### src/pkg/strength_pkg.sv
// Notes on behaviour
// - strength measured on offset-corrected samples
// - average log power at base rate
// - strength = detector + gain code - correction
// - gain code zero at maximum PGA gain
// - 8-bit result readable at 0x3A
// - code = 2*(dBm - correction) + 290
// - correction select 00 means 18 dB
// - rate select decimates: full, half, quarter
// - codes 0-3 run TCXO/128, reduced rates alias
// - codes 4-8 /256, code 9 /512 base
// - 64-bit frame: I24, Q24, status16
// - status bits zero unless enabled at 0x4B
// - S9 high while LNA in low gain
// - S8 one output sample on gain increase
// - hold mode 00 flags at gain change
// - hold mode 01 flags at hold, applies at release
// - S7 same for gain decrease
// - S6-S1 low result bits, saturating
// - result updates at averaging rate
// - hold from register bit or pin, selectable
//
// shared constants of the receive strength and status readout.
// assumes the core clock is the reference oscillator clock.
package strength_pkg;
    // ------------------------------------------------------------
    // register offsets and reset values
    // ------------------------------------------------------------
    localparam logic [7:0] ADDR_AGC_CONTROL_ONE      = 8'h1f;
    localparam logic [7:0] ADDR_AGC_CONTROL_THREE      = 8'h21;
    localparam logic [7:0] ADDR_CHFILT    = 8'h22;
    localparam logic [7:0] ADDR_STRCFG    = 8'h2c;
    localparam logic [7:0] ADDR_GAIN_I    = 8'h2f;
    localparam logic [7:0] ADDR_GAIN_Q    = 8'h30;
    localparam logic [7:0] ADDR_RESULT    = 8'h3a;
    localparam logic [7:0] ADDR_STATUS_EN = 8'h4b;
    localparam logic [7:0] RST_AGC_CONTROL_ONE       = 8'h01;
    localparam logic [7:0] RST_AGC_CONTROL_THREE       = 8'h00;
    localparam logic [7:0] RST_CHFILT     = 8'h00;
    localparam logic [7:0] RST_STRCFG     = 8'h00;
    localparam logic [7:0] RST_STATUS_EN  = 8'h00;
    // ------------------------------------------------------------
    // field positions
    // ------------------------------------------------------------
    localparam int HOLD_SEL_BIT   = 2;
    localparam int HOLD_REG_BIT   = 1;
    localparam int HOLD_MODE_LSB  = 3;
    localparam int RATE_SEL_LSB   = 6;
    localparam int CHOICE_LSB     = 0;
    localparam int CORR_SEL_LSB   = 3;
    localparam int AVG_CNT_LSB    = 0;
    localparam int EN_LOW_GAIN    = 3;
    localparam int EN_GAIN_STEP   = 2;
    localparam int EN_STRENGTH    = 1;
    // ------------------------------------------------------------
    // rates, strength arithmetic, frame
    // ------------------------------------------------------------
    localparam logic [11:0] DIV_FAST = 12'h080;
    localparam logic [11:0] DIV_MID  = 12'h100;
    localparam logic [11:0] DIV_SLOW = 12'h200;
    localparam logic [3:0]  FIRST_MID_CHOICE  = 4'h4;
    localparam logic [3:0]  FIRST_SLOW_CHOICE = 4'h9;
    localparam logic [5:0]  CORR_DB_00 = 6'h12;
    localparam logic [5:0]  CORR_DB_01 = 6'h0c;
    localparam logic [5:0]  CORR_DB_10 = 6'h06;
    localparam logic [5:0]  CORR_DB_11 = 6'h00;
    localparam logic [12:0] CAL_OFFSET = 13'h0122;
    localparam logic [12:0] LOG_STEP   = 13'h000c;
    localparam logic [5:0]  MAX_PGA_CODE = 6'h30;
    localparam int FRAME_BITS  = 64;
    localparam int SAMPLE_BITS = 24;
    localparam int FIFO_DEPTH  = 4;

    typedef enum logic [1:0] {
        SHIFT_IDLE = 2'b01,
        SHIFT_BUSY = 2'b10
    } shift_state_e;
endpackage

### src/hw/rx_strength_status.sv
// receive strength computation, output rate selection and serial frame out.
// assumes samples arrive already offset-corrected and synchronous to core_clk,
// and that the agc logic supplies gain, gain step events and lna mode.
`timescale 1ns/10ps

// ------------------------------------------------------------
// frame fifo
// ------------------------------------------------------------
module frame_fifo #(
    parameter int WIDTH = 64,
    parameter int DEPTH = 4
) (
    input  wire logic             core_clk,
    input  wire logic             rst,
    input  wire logic             inValid,
    output logic                  inReady,
    input  wire logic [WIDTH-1:0] inData,
    output logic                  outValid,
    input  wire logic             outReady,
    output logic      [WIDTH-1:0] outData
);
    localparam int AW = $clog2(DEPTH);
    logic [WIDTH-1:0] mem [DEPTH];
    logic [AW:0]      wrPtr_ff;
    logic [AW:0]      rdPtr_ff;
    wire              doWrite = inValid && inReady;
    wire              doRead  = outValid && outReady;

    assign inReady  = (wrPtr_ff - rdPtr_ff) != (AW+1)'(DEPTH);
    assign outValid = wrPtr_ff != rdPtr_ff;
    assign outData  = mem[rdPtr_ff[AW-1:0]];

    always_ff @(posedge core_clk) begin
        if (rst) begin
            wrPtr_ff <= '0;
            rdPtr_ff <= '0;
        end else begin
            if (doWrite) wrPtr_ff <= wrPtr_ff + 1'b1;
            if (doRead) rdPtr_ff <= rdPtr_ff + 1'b1;
        end
    end

    // storage needs no reset: only entries between pointers are read
    always_ff @(posedge core_clk) begin
        if (doWrite) mem[wrPtr_ff[AW-1:0]] <= inData;
    end
endmodule

// ------------------------------------------------------------
// top
// ------------------------------------------------------------
module rx_strength_status #(
    parameter int SAMPLE_W = strength_pkg::SAMPLE_BITS,
    parameter int DEPTH    = strength_pkg::FIFO_DEPTH
) (
    input  wire logic                core_clk,
    input  wire logic                rst,
    // register port
    input  wire logic [7:0]          regAddr,
    input  wire logic                regWrEn,
    input  wire logic [7:0]          regWrData,
    input  wire logic                regRdEn,
    output logic      [7:0]          regRdData,
    // corrected samples from the channel filter
    input  wire logic                sampleValid,
    input  wire logic [SAMPLE_W-1:0] sampleI,
    input  wire logic [SAMPLE_W-1:0] sampleQ,
    // agc side
    input  wire logic [5:0]          pgaGainI,
    input  wire logic [5:0]          pgaGainQ,
    input  wire logic                lnaLowGain,
    input  wire logic                gainUpEvt,
    input  wire logic                gainDownEvt,
    input  wire logic                gainHoldPin,
    input  wire logic [4:0]          testFlags,
    output logic                     gainHold,
    output logic                     gainApply,
    // serial frame link
    input  wire logic                linkReady,
    output logic                     serValid,
    output logic                     serData,
    output logic                     serFirst,
    output logic                     frameDropped
);
    // ------------------------------------------------------------
    // registers
    // ------------------------------------------------------------
    logic [7:0] agcOne_ff, agcThree_ff, chFilter_ff, strCfg_ff, statusEn_ff;
    logic [7:0] result_ff;
    logic [7:0] regRdData_ff;

    wire wrAgcOne   = regWrEn && regAddr == strength_pkg::ADDR_AGC_CONTROL_ONE;
    wire wrAgcThree = regWrEn && regAddr == strength_pkg::ADDR_AGC_CONTROL_THREE;
    wire wrChFilter = regWrEn && regAddr == strength_pkg::ADDR_CHFILT;
    wire wrStrCfg   = regWrEn && regAddr == strength_pkg::ADDR_STRCFG;
    wire wrStatusEn = regWrEn && regAddr == strength_pkg::ADDR_STATUS_EN;

    wire [1:0] holdMode  = agcThree_ff[strength_pkg::HOLD_MODE_LSB +: 2];
    wire [1:0] rateSel   = chFilter_ff[strength_pkg::RATE_SEL_LSB +: 2];
    wire [3:0] choice    = chFilter_ff[strength_pkg::CHOICE_LSB +: 4];
    wire [1:0] corrSel   = strCfg_ff[strength_pkg::CORR_SEL_LSB +: 2];
    wire [2:0] avgSel    = strCfg_ff[strength_pkg::AVG_CNT_LSB +: 3];

    // unmapped offsets read as zero
    logic [7:0] rdMux;
    always_comb begin
        case (regAddr)
            strength_pkg::ADDR_AGC_CONTROL_ONE:      rdMux = agcOne_ff;
            strength_pkg::ADDR_AGC_CONTROL_THREE:      rdMux = agcThree_ff;
            strength_pkg::ADDR_CHFILT:    rdMux = chFilter_ff;
            strength_pkg::ADDR_STRCFG:    rdMux = strCfg_ff;
            strength_pkg::ADDR_GAIN_I:    rdMux = {1'b0, lnaLowGain, pgaGainI};
            strength_pkg::ADDR_GAIN_Q:    rdMux = {2'b00, pgaGainQ};
            strength_pkg::ADDR_RESULT:    rdMux = result_ff;
            strength_pkg::ADDR_STATUS_EN: rdMux = statusEn_ff;
            default:                      rdMux = 8'h00;
        endcase
    end

    always_ff @(posedge core_clk) begin
        if (rst) begin
            agcOne_ff    <= strength_pkg::RST_AGC_CONTROL_ONE;
            agcThree_ff  <= strength_pkg::RST_AGC_CONTROL_THREE;
            chFilter_ff  <= strength_pkg::RST_CHFILT;
            strCfg_ff    <= strength_pkg::RST_STRCFG;
            statusEn_ff  <= strength_pkg::RST_STATUS_EN;
            regRdData_ff <= 8'h00;
        end else begin
            if (wrAgcOne) agcOne_ff <= regWrData;
            if (wrAgcThree) agcThree_ff <= regWrData;
            if (wrChFilter) chFilter_ff <= regWrData;
            if (wrStrCfg) strCfg_ff <= regWrData;
            if (wrStatusEn) statusEn_ff <= regWrData;
            if (regRdEn) regRdData_ff <= rdMux;
        end
    end
    assign regRdData = regRdData_ff;

    // ------------------------------------------------------------
    // sample rates
    // ------------------------------------------------------------
    // filter codes above 9 are undefined; they fall back to the slowest base
    wire [11:0] baseDiv = (choice < strength_pkg::FIRST_MID_CHOICE)  ? strength_pkg::DIV_FAST :
                          (choice < strength_pkg::FIRST_SLOW_CHOICE) ? strength_pkg::DIV_MID :
                                                                       strength_pkg::DIV_SLOW;
    logic [11:0] baseCnt_ff;
    logic [1:0]  decCnt_ff;
    wire         baseTick = baseCnt_ff == baseDiv - 12'h001;
    // reduced rates on fast filters still run, aliasing is the user's concern
    wire [1:0]   decMask  = rateSel == 2'b00 ? 2'b00 : (rateSel == 2'b01 ? 2'b01 : 2'b11);
    wire         outTick  = baseTick && ((decCnt_ff & decMask) == 2'b00);

    always_ff @(posedge core_clk) begin
        if (rst) begin
            baseCnt_ff <= 12'h000;
            decCnt_ff  <= 2'b00;
        end else begin
            baseCnt_ff <= baseTick || baseCnt_ff >= baseDiv ? 12'h000 : baseCnt_ff + 12'h001;
            if (baseTick) decCnt_ff <= decCnt_ff + 2'b01;
        end
    end

    // ------------------------------------------------------------
    // power detector and strength code
    // ------------------------------------------------------------
    logic [SAMPLE_W-1:0] latI_ff, latQ_ff;
    always_ff @(posedge core_clk) begin
        if (rst) begin
            latI_ff <= '0;
            latQ_ff <= '0;
        end else if (sampleValid) begin
            latI_ff <= sampleI;
            latQ_ff <= sampleQ;
        end
    end

    wire [SAMPLE_W-1:0] absI = latI_ff[SAMPLE_W-1] ? SAMPLE_W'(-latI_ff) : latI_ff;
    wire [SAMPLE_W-1:0] absQ = latQ_ff[SAMPLE_W-1] ? SAMPLE_W'(-latQ_ff) : latQ_ff;
    wire [SAMPLE_W-1:0] mag  = absI > absQ ? absI : absQ;

    // coarse log: 12 half-dB codes per octave plus three mantissa bits
    logic [4:0] msbPos;
    logic [2:0] mant;
    always_comb begin
        msbPos = 5'h00;
        mant   = 3'h0;
        for (int b = 3; b < SAMPLE_W; b++) begin
            if (mag[b]) begin
                msbPos = 5'(b);
                mant   = mag[b-1 -: 3];
            end
        end
    end
    wire [12:0] detCode  = 13'(msbPos) * strength_pkg::LOG_STEP + 13'(mant) + 13'(mant >> 1);
    // gain code counts half-dB below maximum gain
    wire [12:0] gainCode = 13'(strength_pkg::MAX_PGA_CODE - pgaGainI) << 1;
    logic [5:0] corrDb;
    always_comb begin
        case (corrSel)
            2'b00:   corrDb = strength_pkg::CORR_DB_00;
            2'b01:   corrDb = strength_pkg::CORR_DB_01;
            2'b10:   corrDb = strength_pkg::CORR_DB_10;
            default: corrDb = strength_pkg::CORR_DB_11;
        endcase
    end

    // ------------------------------------------------------------
    // averaging and result
    // ------------------------------------------------------------
    logic [20:0] avgSum_ff;
    logic [7:0]  avgCnt_ff;
    wire  [7:0]  avgLast = 8'((9'h001 << avgSel) - 9'h001);
    wire  [20:0] sumNext = avgSum_ff + 21'(detCode);
    wire  [12:0] avgDet  = 13'(sumNext >> avgSel);
    // signed arithmetic in 14 bits, then clamp to the 8-bit result
    wire  [13:0] rawCode = 14'(avgDet) + 14'(gainCode) + 14'(strength_pkg::CAL_OFFSET)
                           - 14'({corrDb, 1'b0});
    wire  [7:0]  satCode = rawCode[13] ? 8'h00 : (rawCode > 14'h00ff ? 8'hff : rawCode[7:0]);

    always_ff @(posedge core_clk) begin
        if (rst) begin
            avgSum_ff <= '0;
            avgCnt_ff <= 8'h00;
            result_ff <= 8'h00;
        end else if (baseTick) begin
            if (avgCnt_ff >= avgLast) begin
                avgSum_ff <= '0;
                avgCnt_ff <= 8'h00;
                result_ff <= satCode;
            end else begin
                avgSum_ff <= sumNext;
                avgCnt_ff <= avgCnt_ff + 8'h01;
            end
        end
    end

    // ------------------------------------------------------------
    // gain hold and gain step flags
    // ------------------------------------------------------------
    assign gainHold = agcOne_ff[strength_pkg::HOLD_SEL_BIT] ? agcOne_ff[strength_pkg::HOLD_REG_BIT]
                                                            : gainHoldPin;
    logic holdDly_ff, pendUp_ff, pendDown_ff, flagUp_ff, flagDown_ff;
    wire  holdRise   = gainHold && !holdDly_ff;
    wire  holdFall   = !gainHold && holdDly_ff;
    wire  deferMode  = holdMode == 2'b01;
    // mode 00 and 1x flag at the change itself, mode 01 at hold onset
    wire  setUp      = deferMode ? holdRise && pendUp_ff : gainUpEvt;
    wire  setDown    = deferMode ? holdRise && pendDown_ff : gainDownEvt;
    assign gainApply = deferMode && holdFall && (pendUp_ff || pendDown_ff);

    always_ff @(posedge core_clk) begin
        if (rst) begin
            holdDly_ff  <= 1'b0;
            pendUp_ff   <= 1'b0;
            pendDown_ff <= 1'b0;
            flagUp_ff   <= 1'b0;
            flagDown_ff <= 1'b0;
        end else begin
            holdDly_ff <= gainHold;
            // pending change is recognised only while hold is off
            if (deferMode && !gainHold && gainUpEvt) pendUp_ff <= 1'b1;
            else if (gainApply || !deferMode) pendUp_ff <= 1'b0;
            if (deferMode && !gainHold && gainDownEvt) pendDown_ff <= 1'b1;
            else if (gainApply || !deferMode) pendDown_ff <= 1'b0;
            // flags live for one output sample; a new event wins over the clear
            if (setUp) flagUp_ff <= 1'b1;
            else if (outTick) flagUp_ff <= 1'b0;
            if (setDown) flagDown_ff <= 1'b1;
            else if (outTick) flagDown_ff <= 1'b0;
        end
    end

    // ------------------------------------------------------------
    // status word and frame
    // ------------------------------------------------------------
    wire [5:0]  lowBits = result_ff[7:6] != 2'b00 ? 6'h3f : result_ff[5:0];
    wire [15:0] rawStatus = {2'b00, testFlags[4:1], lnaLowGain,
                             flagUp_ff, flagDown_ff, lowBits, testFlags[0]};
    // enable register bit for status positions 13 to 0; positions 15 and 14 are never enabled
    wire [15:0] enMap = {2'b00, statusEn_ff[7:4],
                         statusEn_ff[strength_pkg::EN_LOW_GAIN],
                         {2{statusEn_ff[strength_pkg::EN_GAIN_STEP]}},
                         {6{statusEn_ff[strength_pkg::EN_STRENGTH]}},
                         statusEn_ff[0]};
    logic [15:0] status;
    genvar s;
    generate
        for (s = 0; s < 16; s++) begin : g_mask
            assign status[s] = rawStatus[s] & enMap[s];
        end
    endgenerate

    logic        pendValid_ff, dropped_ff;
    logic [63:0] pendFrame_ff;
    wire         fifoInReady;
    always_ff @(posedge core_clk) begin
        if (rst) begin
            pendValid_ff <= 1'b0;
            pendFrame_ff <= '0;
            dropped_ff   <= 1'b0;
        end else begin
            if (outTick) begin
                pendValid_ff <= 1'b1;
                pendFrame_ff <= {latI_ff, latQ_ff, status};
            end else if (fifoInReady) begin
                pendValid_ff <= 1'b0;
            end
            // a frame still waiting when the next sample comes is overwritten
            if (outTick && pendValid_ff && !fifoInReady) dropped_ff <= 1'b1;
            else if (wrStatusEn) dropped_ff <= 1'b0;
        end
    end
    assign frameDropped = dropped_ff;

    wire        fifoOutValid;
    wire [63:0] fifoOutData;
    logic       fifoOutReady;
    frame_fifo #(
        .WIDTH (strength_pkg::FRAME_BITS),
        .DEPTH (DEPTH)
    ) u_fifo (
        .core_clk (core_clk),
        .rst      (rst),
        .inValid  (pendValid_ff),
        .inReady  (fifoInReady),
        .inData   (pendFrame_ff),
        .outValid (fifoOutValid),
        .outReady (fifoOutReady),
        .outData  (fifoOutData)
    );

    // ------------------------------------------------------------
    // serialiser
    // ------------------------------------------------------------
    strength_pkg::shift_state_e state_ff, nxt_state;
    logic [63:0] shiftReg_ff;
    logic [5:0]  bitCnt_ff;
    logic        first_ff;
    wire         lastBit = bitCnt_ff == 6'h3f;

    always_comb begin
        nxt_state    = state_ff;
        fifoOutReady = 1'b0;
        case (state_ff)
            strength_pkg::SHIFT_IDLE: begin
                fifoOutReady = 1'b1;
                if (fifoOutValid) nxt_state = strength_pkg::SHIFT_BUSY;
            end
            strength_pkg::SHIFT_BUSY: begin
                if (linkReady && lastBit) nxt_state = strength_pkg::SHIFT_IDLE;
            end
            default: nxt_state = strength_pkg::SHIFT_IDLE;
        endcase
    end

    always_ff @(posedge core_clk) begin
        if (rst) begin
            state_ff    <= strength_pkg::SHIFT_IDLE;
            shiftReg_ff <= '0;
            bitCnt_ff   <= 6'h00;
            first_ff    <= 1'b0;
        end else begin
            state_ff <= nxt_state;
            if (state_ff == strength_pkg::SHIFT_IDLE && fifoOutValid) begin
                shiftReg_ff <= fifoOutData;
                bitCnt_ff   <= 6'h00;
                first_ff    <= 1'b1;
            end else if (state_ff == strength_pkg::SHIFT_BUSY && linkReady) begin
                shiftReg_ff <= {shiftReg_ff[62:0], 1'b0};
                bitCnt_ff   <= bitCnt_ff + 6'h01;
                first_ff    <= 1'b0;
            end
        end
    end
    assign serValid = state_ff == strength_pkg::SHIFT_BUSY;
    assign serData  = shiftReg_ff[63];
    assign serFirst = serValid && first_ff;
endmodule

### config.mk
export PLATFORM = sky130hd
export DESIGN_NAME = rx_strength_status
export DESIGN_NICKNAME = d
export VERILOG_FILES = /design/src/pkg/strength_pkg.sv /design/src/hw/rx_strength_status.sv
export SDC_FILE = /design/constraint.sdc
export NUM_CORES = 1
export LEC_CHECK = 0
export BUFFER_PORTS_ARGS = -buffer_cell sky130_fd_sc_hd__buf_2
export CORE_MARGIN = 2
export CORE_UTILIZATION = 40
export CTS_CLUSTER_SIZE = 14
export DETAILED_ROUTE_END_ITERATION = 6
export PLACE_DENSITY = 0.56
export SYNTH_ARGS = -nofsm -noshare
export SYNTH_HDL_FRONTEND = slang
export SYNTH_HIERARCHICAL = 1
export SYNTH_SLANG_ARGS = --single-unit
export TNS_END_PERCENT = 10
### constraint.sdc
create_clock -name core_clk -period 10.7 [get_ports core_clk]
set_clock_uncertainty 0.15 [all_clocks]
set_input_delay 1.07 -clock core_clk [delete_from_list [all_inputs] [get_ports core_clk]]
set_output_delay 1.07 -clock core_clk [all_outputs]
set_load 0.01 [all_outputs]
-- Yosys cells after proc, flatten, opt, wreduce, memory -nomap -nowiden
Memories as Yosys holds them, arrays and structs flattened. A register that Yosys moved wholly into a read port is not among the register bits.
Index checks and enable logic that the tools add are counted.
- multiplexer cells: 81
- equal/unequal tests: 20
- $lt $le $gt $ge: 6
- reductions and logical operators: 45
- shift operators: 2
- bitwise logic cells: 15
- $mul: 1
- add/subtract/negate cells: 18
- operator list (cell ; number):
    2-to-1 mux 64 bit ; 2
    2-to-1 mux 5 bit ; 20
    2-to-1 mux 24 bit ; 3
    case mux 8 bit (8 select lines) ; 1
    2-to-1 mux 3 bit ; 21
    == test 8 x 6 -> 1 bit (second input constant) ; 6
    negator 24 bit ; 2
    > comparator 24 bit ; 1
    2-to-1 mux 8 bit ; 3
    logical AND 1 bit ; 23
    adder 21 x 11 -> 21 bit ; 1
    2-to-1 mux 21 bit ; 1
    right shift 21 x 3 -> 13 bit ; 1
    2-to-1 mux 10 bit ; 2
    2-to-1 mux 1 bit ; 18
    nonzero test 2 bit ; 8
    case mux 5 bit (3 select lines) ; 1
    adder 13 x 13 -> 14 bit ; 1
    adder 14 x 9 -> 14 bit (second input constant) ; 1
    AND 1 bit ; 14
    > comparator 14 x 8 -> 1 bit (second input constant) ; 1
    2-to-1 mux 2 bit ; 7
    subtractor 14 x 7 -> 14 bit ; 1
    adder 12 x 1 -> 12 bit (second input constant) ; 1
    other kinds (34) ; 48
- flip-flop bits (word level): 295
- output and inout bits: 14
- input port bits: 91
- memories: 1
- memory bits (writable): 248
- memories (name ; words ; width ; read ports ; clocked after Yosys merged registers in ; wr ports ; line ; text):
    u_fifo.mem ; 4 ; 62 ; 1 ; 1 ; 1 ; rx_strength_status.sv:23 ; logic [WIDTH-1:0] mem [DEPTH];

-- Longest topological paths before layout
- word-level depth: 36
- depth in mapped cells: 57
- mapped depth without buffers: 53

-- Cells and area by module
The synthesis kept the hierarchy.
- modules (own cells, without submodules) (module ; area an instance (µm²) ; times used ; cells an instance):
    rx_strength_status ; 16588.4 ; 1 ; 2101
    frame_fifo ; 9680.5 ; 1 ; 385

-- Worst setup path before layout
No wires, ideal clock.
- path type: reg-to-reg
- start: register latI_ff[10]
- end: register result_ff[0]
- setup slack: -907 ps
- setup time: 74 ps
- clock period less this slack: 11607 ps
- data required time: 10476 ps
- arrival time: 11383 ps
- cell stages (with the launch flop): 50
- buffers on the path: 3
- cells stage by stage: dfxtp_1 or4_4 or4_4 or4_4 or4b_4 inv_1 ha_1 nand3_1 nor4_1 a221oi_1 o211ai_1 a31oi_1 or2_2 buf_2 buf_1 a21oi_1 a211o_1 a311o_1 [... 14 more ...] mux2_2 nor2_1 nor2_1 fa_1 inv_1 ha_1 ha_1 a21oi_1 nor2b_1 o21a_1 o41a_1 a21o_1 a21oi_1 o21ai_0 xnor2_1 or4_1 clkbuf_1 o21ai_0
- word-level cells in the longest chain between the ends: 36
- RTL lines (item ; line ; text):
    from (decl) ; rx_strength_status.sv:166 ; logic [SAMPLE_W-1:0] latI_ff, latQ_ff;
    from (signal assigned) ; rx_strength_status.sv:172 ; latI_ff <= sampleI;
    negator 24 bit ; rx_strength_status.sv:177 ; wire [SAMPLE_W-1:0] absI = latI_ff[SAMPLE_W-1] ? SAMPLE_W'(-latI_ff) : latI_ff;
    2-to-1 mux 24 bit (*) ; rx_strength_status.sv:177 ;
    > comparator 24 bit ; rx_strength_status.sv:179 ; wire [SAMPLE_W-1:0] mag = absI > absQ ? absI : absQ;
    2-to-1 mux 24 bit (*) ; rx_strength_status.sv:179 ;
    2-to-1 mux 2 bit ; rx_strength_status.sv:188 ; if (mag[b]) begin
    2-to-1 mux 5 bit (20 in a row) ; rx_strength_status.sv:188 ;
    multiplier 5 x 2 -> 7 bit ; rx_strength_status.sv:194 ; wire [12:0] detCode = 13'(msbPos) * strength_pkg::LOG_STEP + 13'(mant) + 13'(mant >> 1);
    adder 9 x 3 -> 10 bit ; rx_strength_status.sv:194 ;
    adder 10 x 2 -> 11 bit (*) ; rx_strength_status.sv:194 ;
    adder 21 x 11 -> 21 bit (*) ; rx_strength_status.sv:213 ; wire [20:0] sumNext = avgSum_ff + 21'(detCode);
    right shift 21 x 3 -> 13 bit (*) ; rx_strength_status.sv:214 ; wire [12:0] avgDet = 13'(sumNext >> avgSel);
    adder 13 x 13 -> 14 bit (*) ; rx_strength_status.sv:216 ; wire [13:0] rawCode = 14'(avgDet) + 14'(gainCode) + 14'(strength_pkg::CAL_OFFSET)
    adder 14 x 9 -> 14 bit (*) ; rx_strength_status.sv:216 ;
    subtractor 14 x 7 -> 14 bit (*) ; rx_strength_status.sv:217 ; - 14'({corrDb, 1'b0});
    > comparator 14 x 8 -> 1 bit ; rx_strength_status.sv:218 ; wire [7:0] satCode = rawCode[13] ? 8'h00 : (rawCode > 14'h00ff ? 8'hff : rawCode[7:0]);
    2-to-1 mux 8 bit ; rx_strength_status.sv:218 ;
    2-to-1 mux 8 bit (*) ; rx_strength_status.sv:218 ;
    to (signal assigned) ; rx_strength_status.sv:229 ; result_ff <= satCode;
    to (decl) ; rx_strength_status.sv:89 ; logic [7:0] result_ff;
Mark *: on every way between the ends. The rest lies on a longest branch, timed or not.
A chain may end at the register's enable or synchronous reset.

-- Worst setup path in the final report
- start: register latI_ff[10]
- end: register result_ff[5]
Same word-level chain as after synthesis.

==> metrics.txt <==
Die Width approximately 260 um; R2R depth 53; WP buf/inv 7; I/O pin count around 110; RSZ-0062 raised after global routing yes; Slew Viols, Final 0; antenna fix cells 0; GRT overflow 0; synth top area cells edfxtp_1, dfxtp_1, mux4_2, a21oi_1, ha_1; Synth Flop Type dfxtp_1; clock sinks 552; Port Buffers approximately 100; sequential fraction of the synthesis area between 50% and 60%; CP max FO 8; crit share post-route 104%; Hold/Removal Path Class reg -> reg; DR WL/cell between 15 and 20 um; Cell Pwr Density 248 nW/um^2; leading area contributor after synthesis edfxtp_1; register bit total from synthesis roughly 550; Worst Setup End Kind flip-flop; status complete, but fails checks; total length of routed wires between 70000 and 80000 um; Clock Pin Slew Worst Setup and Hold Paths 0.06 ns; leakage power around 12 nW; commonest non-fill, non-tap cell in the layout nand2_1; Routability Congestion around 0.89; initial core utilization about two fifths; Rows 93; Post-synth ARST share 0%; reg2reg setup slack -0.42 ns; Worst Hold Path EP agcThree_ff[1]; core area approximately 65000 um^2; fin util 49.2%; most used cell, CP inv_1; mean area per synthesized cell about 11 um^2; area of the die just under 70000 um^2; Fmax ~0.09 GHz; first-pass GRT wire length around 110000 um; Max-slew headroom approximately 27%; CTS max path bufs 3; critical path class reg -> reg; commonest non-fill, non-tap cells in the layout nand2_1, dfxtp_1, buf_4; via count approximately 20000; delay-heaviest family, CP compound AO/OA/AOI/OAI gates; CP required approximately 11 ns; setup violators final 8; final worst path period need between 10 and 15 ns; initial antenna violation count 1; hold buffers post-CTS 0; number of global-route vias before repair slightly above 20000; routed vias/inst ~5.5; EDFF count, synth between 200 and 300; Least-Margin Pin Slew ~1.1 ns; worst vdd ir around 0.0003 V; Final Worst Setup Slack -0.418 ns; Gate Count Post-Synth 2486; placed cells 3570; count of non-filler cells in the finished layout 3689; post-synth cell types 97; Slowest-stage cell, CP or4_4; Arrival @ worst endpoint between 10 and 15 ns; fraction of layout cells with a size suffix above 1 22.3%; failing checks negative setup slack; final net count 2986; Post-DP HPWL between 40000 and 50000 um; CTS root buf clkbuf_16; post-route ant nets 0; CP max stage delay 0.53 ns; clk_lat worst skew about 0.64 ns; H-tree levels 2; height of the die roughly 260 um; P&R area growth vs syn 21.1%; fill count about 6000; Ys Warns 6; hold_sp agcThree_ff[1]; Starting DRT DRC Count approximately 1400; Max Cap Violations 0; first drt pass iteration count 5; post-synth design cell area about 26000 um^2; Num CTS Buffers 57; Final Hold Viols 0; critical path startpoint category flip-flop; Hold Path Depth 2; CTS tree done; worst flop-to-flop path endpoint result_ff[5]; largest net degree at the start of global routing 111; DRC 0; worst r2r src latI_ff[10]; top cell type's share of synthesized area a little under 30%; total global-route track usage a little over a fifth
## layout make-up
cell class,instances,area (um^2),share of cell area (%)
flip-flops and latches,552,13600,42.8
multi-input cells,1721,12300,38.5
repair buffers,375,2630,8.28
clock buffers,83,1600,5.04
well taps,855,1070,3.36
clock inverters,24,338,1.06
inverters,79,297,0.932
## power by group
group          total [W]  internal, W  switching, W
combinational    0.00353      0.00184       0.00169
sequential       0.00234      0.00227     0.0000716
clock            0.00202      0.00117      0.000850
## timing repair
| item | in CTS | in global routing |
|---|---|---|
| gates resized for setup | 43 | 5 |
| buffers inserted | 9 | 1 |
| endpoints found under the setup margin | 8 | 8 |
| endpoints found under the hold margin | 0 | 0 |
| gates cloned | 2 | 0 |
| pin swaps | 11 | 3 |
## through the flow
step / setup TNS, ns / setup slack, ns / hold slack [ns] / area, um^2 / power (W)
after detailed placement: -6.11 / -0.783 / 0.298 / 29600 / 0.00574
after floorplan: -1.70 / -0.214 / 0.280 / 26500 / 0.00452
after global placement: -4.15 / -0.524 / 0.291 / 29600 / 0.00569
after CTS: -2.90 / -0.375 / 0.306 / 31800 / 0.00794
final: -3.21 / -0.418 / 0.304 / 31800 / 0.00789
after global routing: -8.32 / -1.05 / 0.325 / 31800 / 0.00841
## kinds of logic (layout without fill, tap and decap cells)
family                     after synthesis  after routing  share of synthesized area, %
AOI/OAI and AO/OA                      591            591                          14.1
xor gates and xnor gates               101            101                          3.45
adders and majority gates              109            109                          5.48
buffers and inverters                  222            561                          3.25
DFF                                    552            552                          51.8
muxes                                  146            146                          8.78
other                                    2             10                        0.0286
and+or+nand+nor                        763            764                          13.1
## metal layers
| layer | track usage [%] | wire length [um] |
|---|---|---|
| met5 | 0 | 0 |
| met1 | 29.0 | 32600 |
| met4 | 5.00 | 1380 |
| met2 | 35.2 | 34100 |
| met3 | 2.96 | 3540 |
## worst register-to-register path: cells and delay by family, from the launching register on
family                   cells  cell delay, ns
AO/OA/AOI/OAI               21            3.65
XOR/XNOR                     4            0.70
buffers and inverters        7            0.75
adder cells (fa/ha/maj)      8            2.29
flip-flops                   1            0.32
multiplexers                 2            0.44
AND/OR/NAND/NOR             11            2.73
## synth_stat cells (13+ instances only)
cell / n
nor4_1: 13
nor3_1: 46
edfxtp_1: 256
nor2_1: 179
nand2b_1: 14
ha_1: 99
nand3_1: 92
a21oi_1: 270
a21o_1: 18
nand4_1: 13
inv_1: 76
mux2i_1: 73
nor2b_1: 13
xnor2_1: 46
nand2_1: 320
a22oi_1: 80
o21ai_0: 65
a211oi_1: 13
a31oi_1: 22
xor2_1: 52
o211ai_1: 15
dfxtp_1: 296
mux4_2: 66
clkbuf_1: 120
## worst max path at each step
stage,start,end,slack [ns],cells after the start
6_report,latI_ff[10],result_ff[5],-0.42,53
5_1_grt,latI_ff[10],result_ff[1],-1.05,53
4_1_cts,latI_ff[10],result_ff[5],-0.37,53
3_5_place_dp,latI_ff[10],result_ff[1],-0.78,44
3_3_place_gp,latI_ff[10],result_ff[2],-0.52,46
2_1_floorplan,latI_ff[10],result_ff[0],-0.21,50
## state kept, by name (all words and copies together) (netlist names), 3 cells and up, named ones only
name,flops
shiftReg_ff,64
baseCnt_ff,12
statusEn_ff,8
avgSum_ff,20
agcThree_ff,8
chFilter_ff,8
latI_ff,24
pendFrame_ff,62
result_ff,8
u_fifo/mem,256
u_fifo/rdPtr_ff,3
u_fifo/wrPtr_ff,3
avgCnt_ff,8
bitCnt_ff,6
strCfg_ff,8
regRdData,8
latQ_ff,24
agcOne_ff,8
Note: power is estimated with default switching activity, not from simulation.
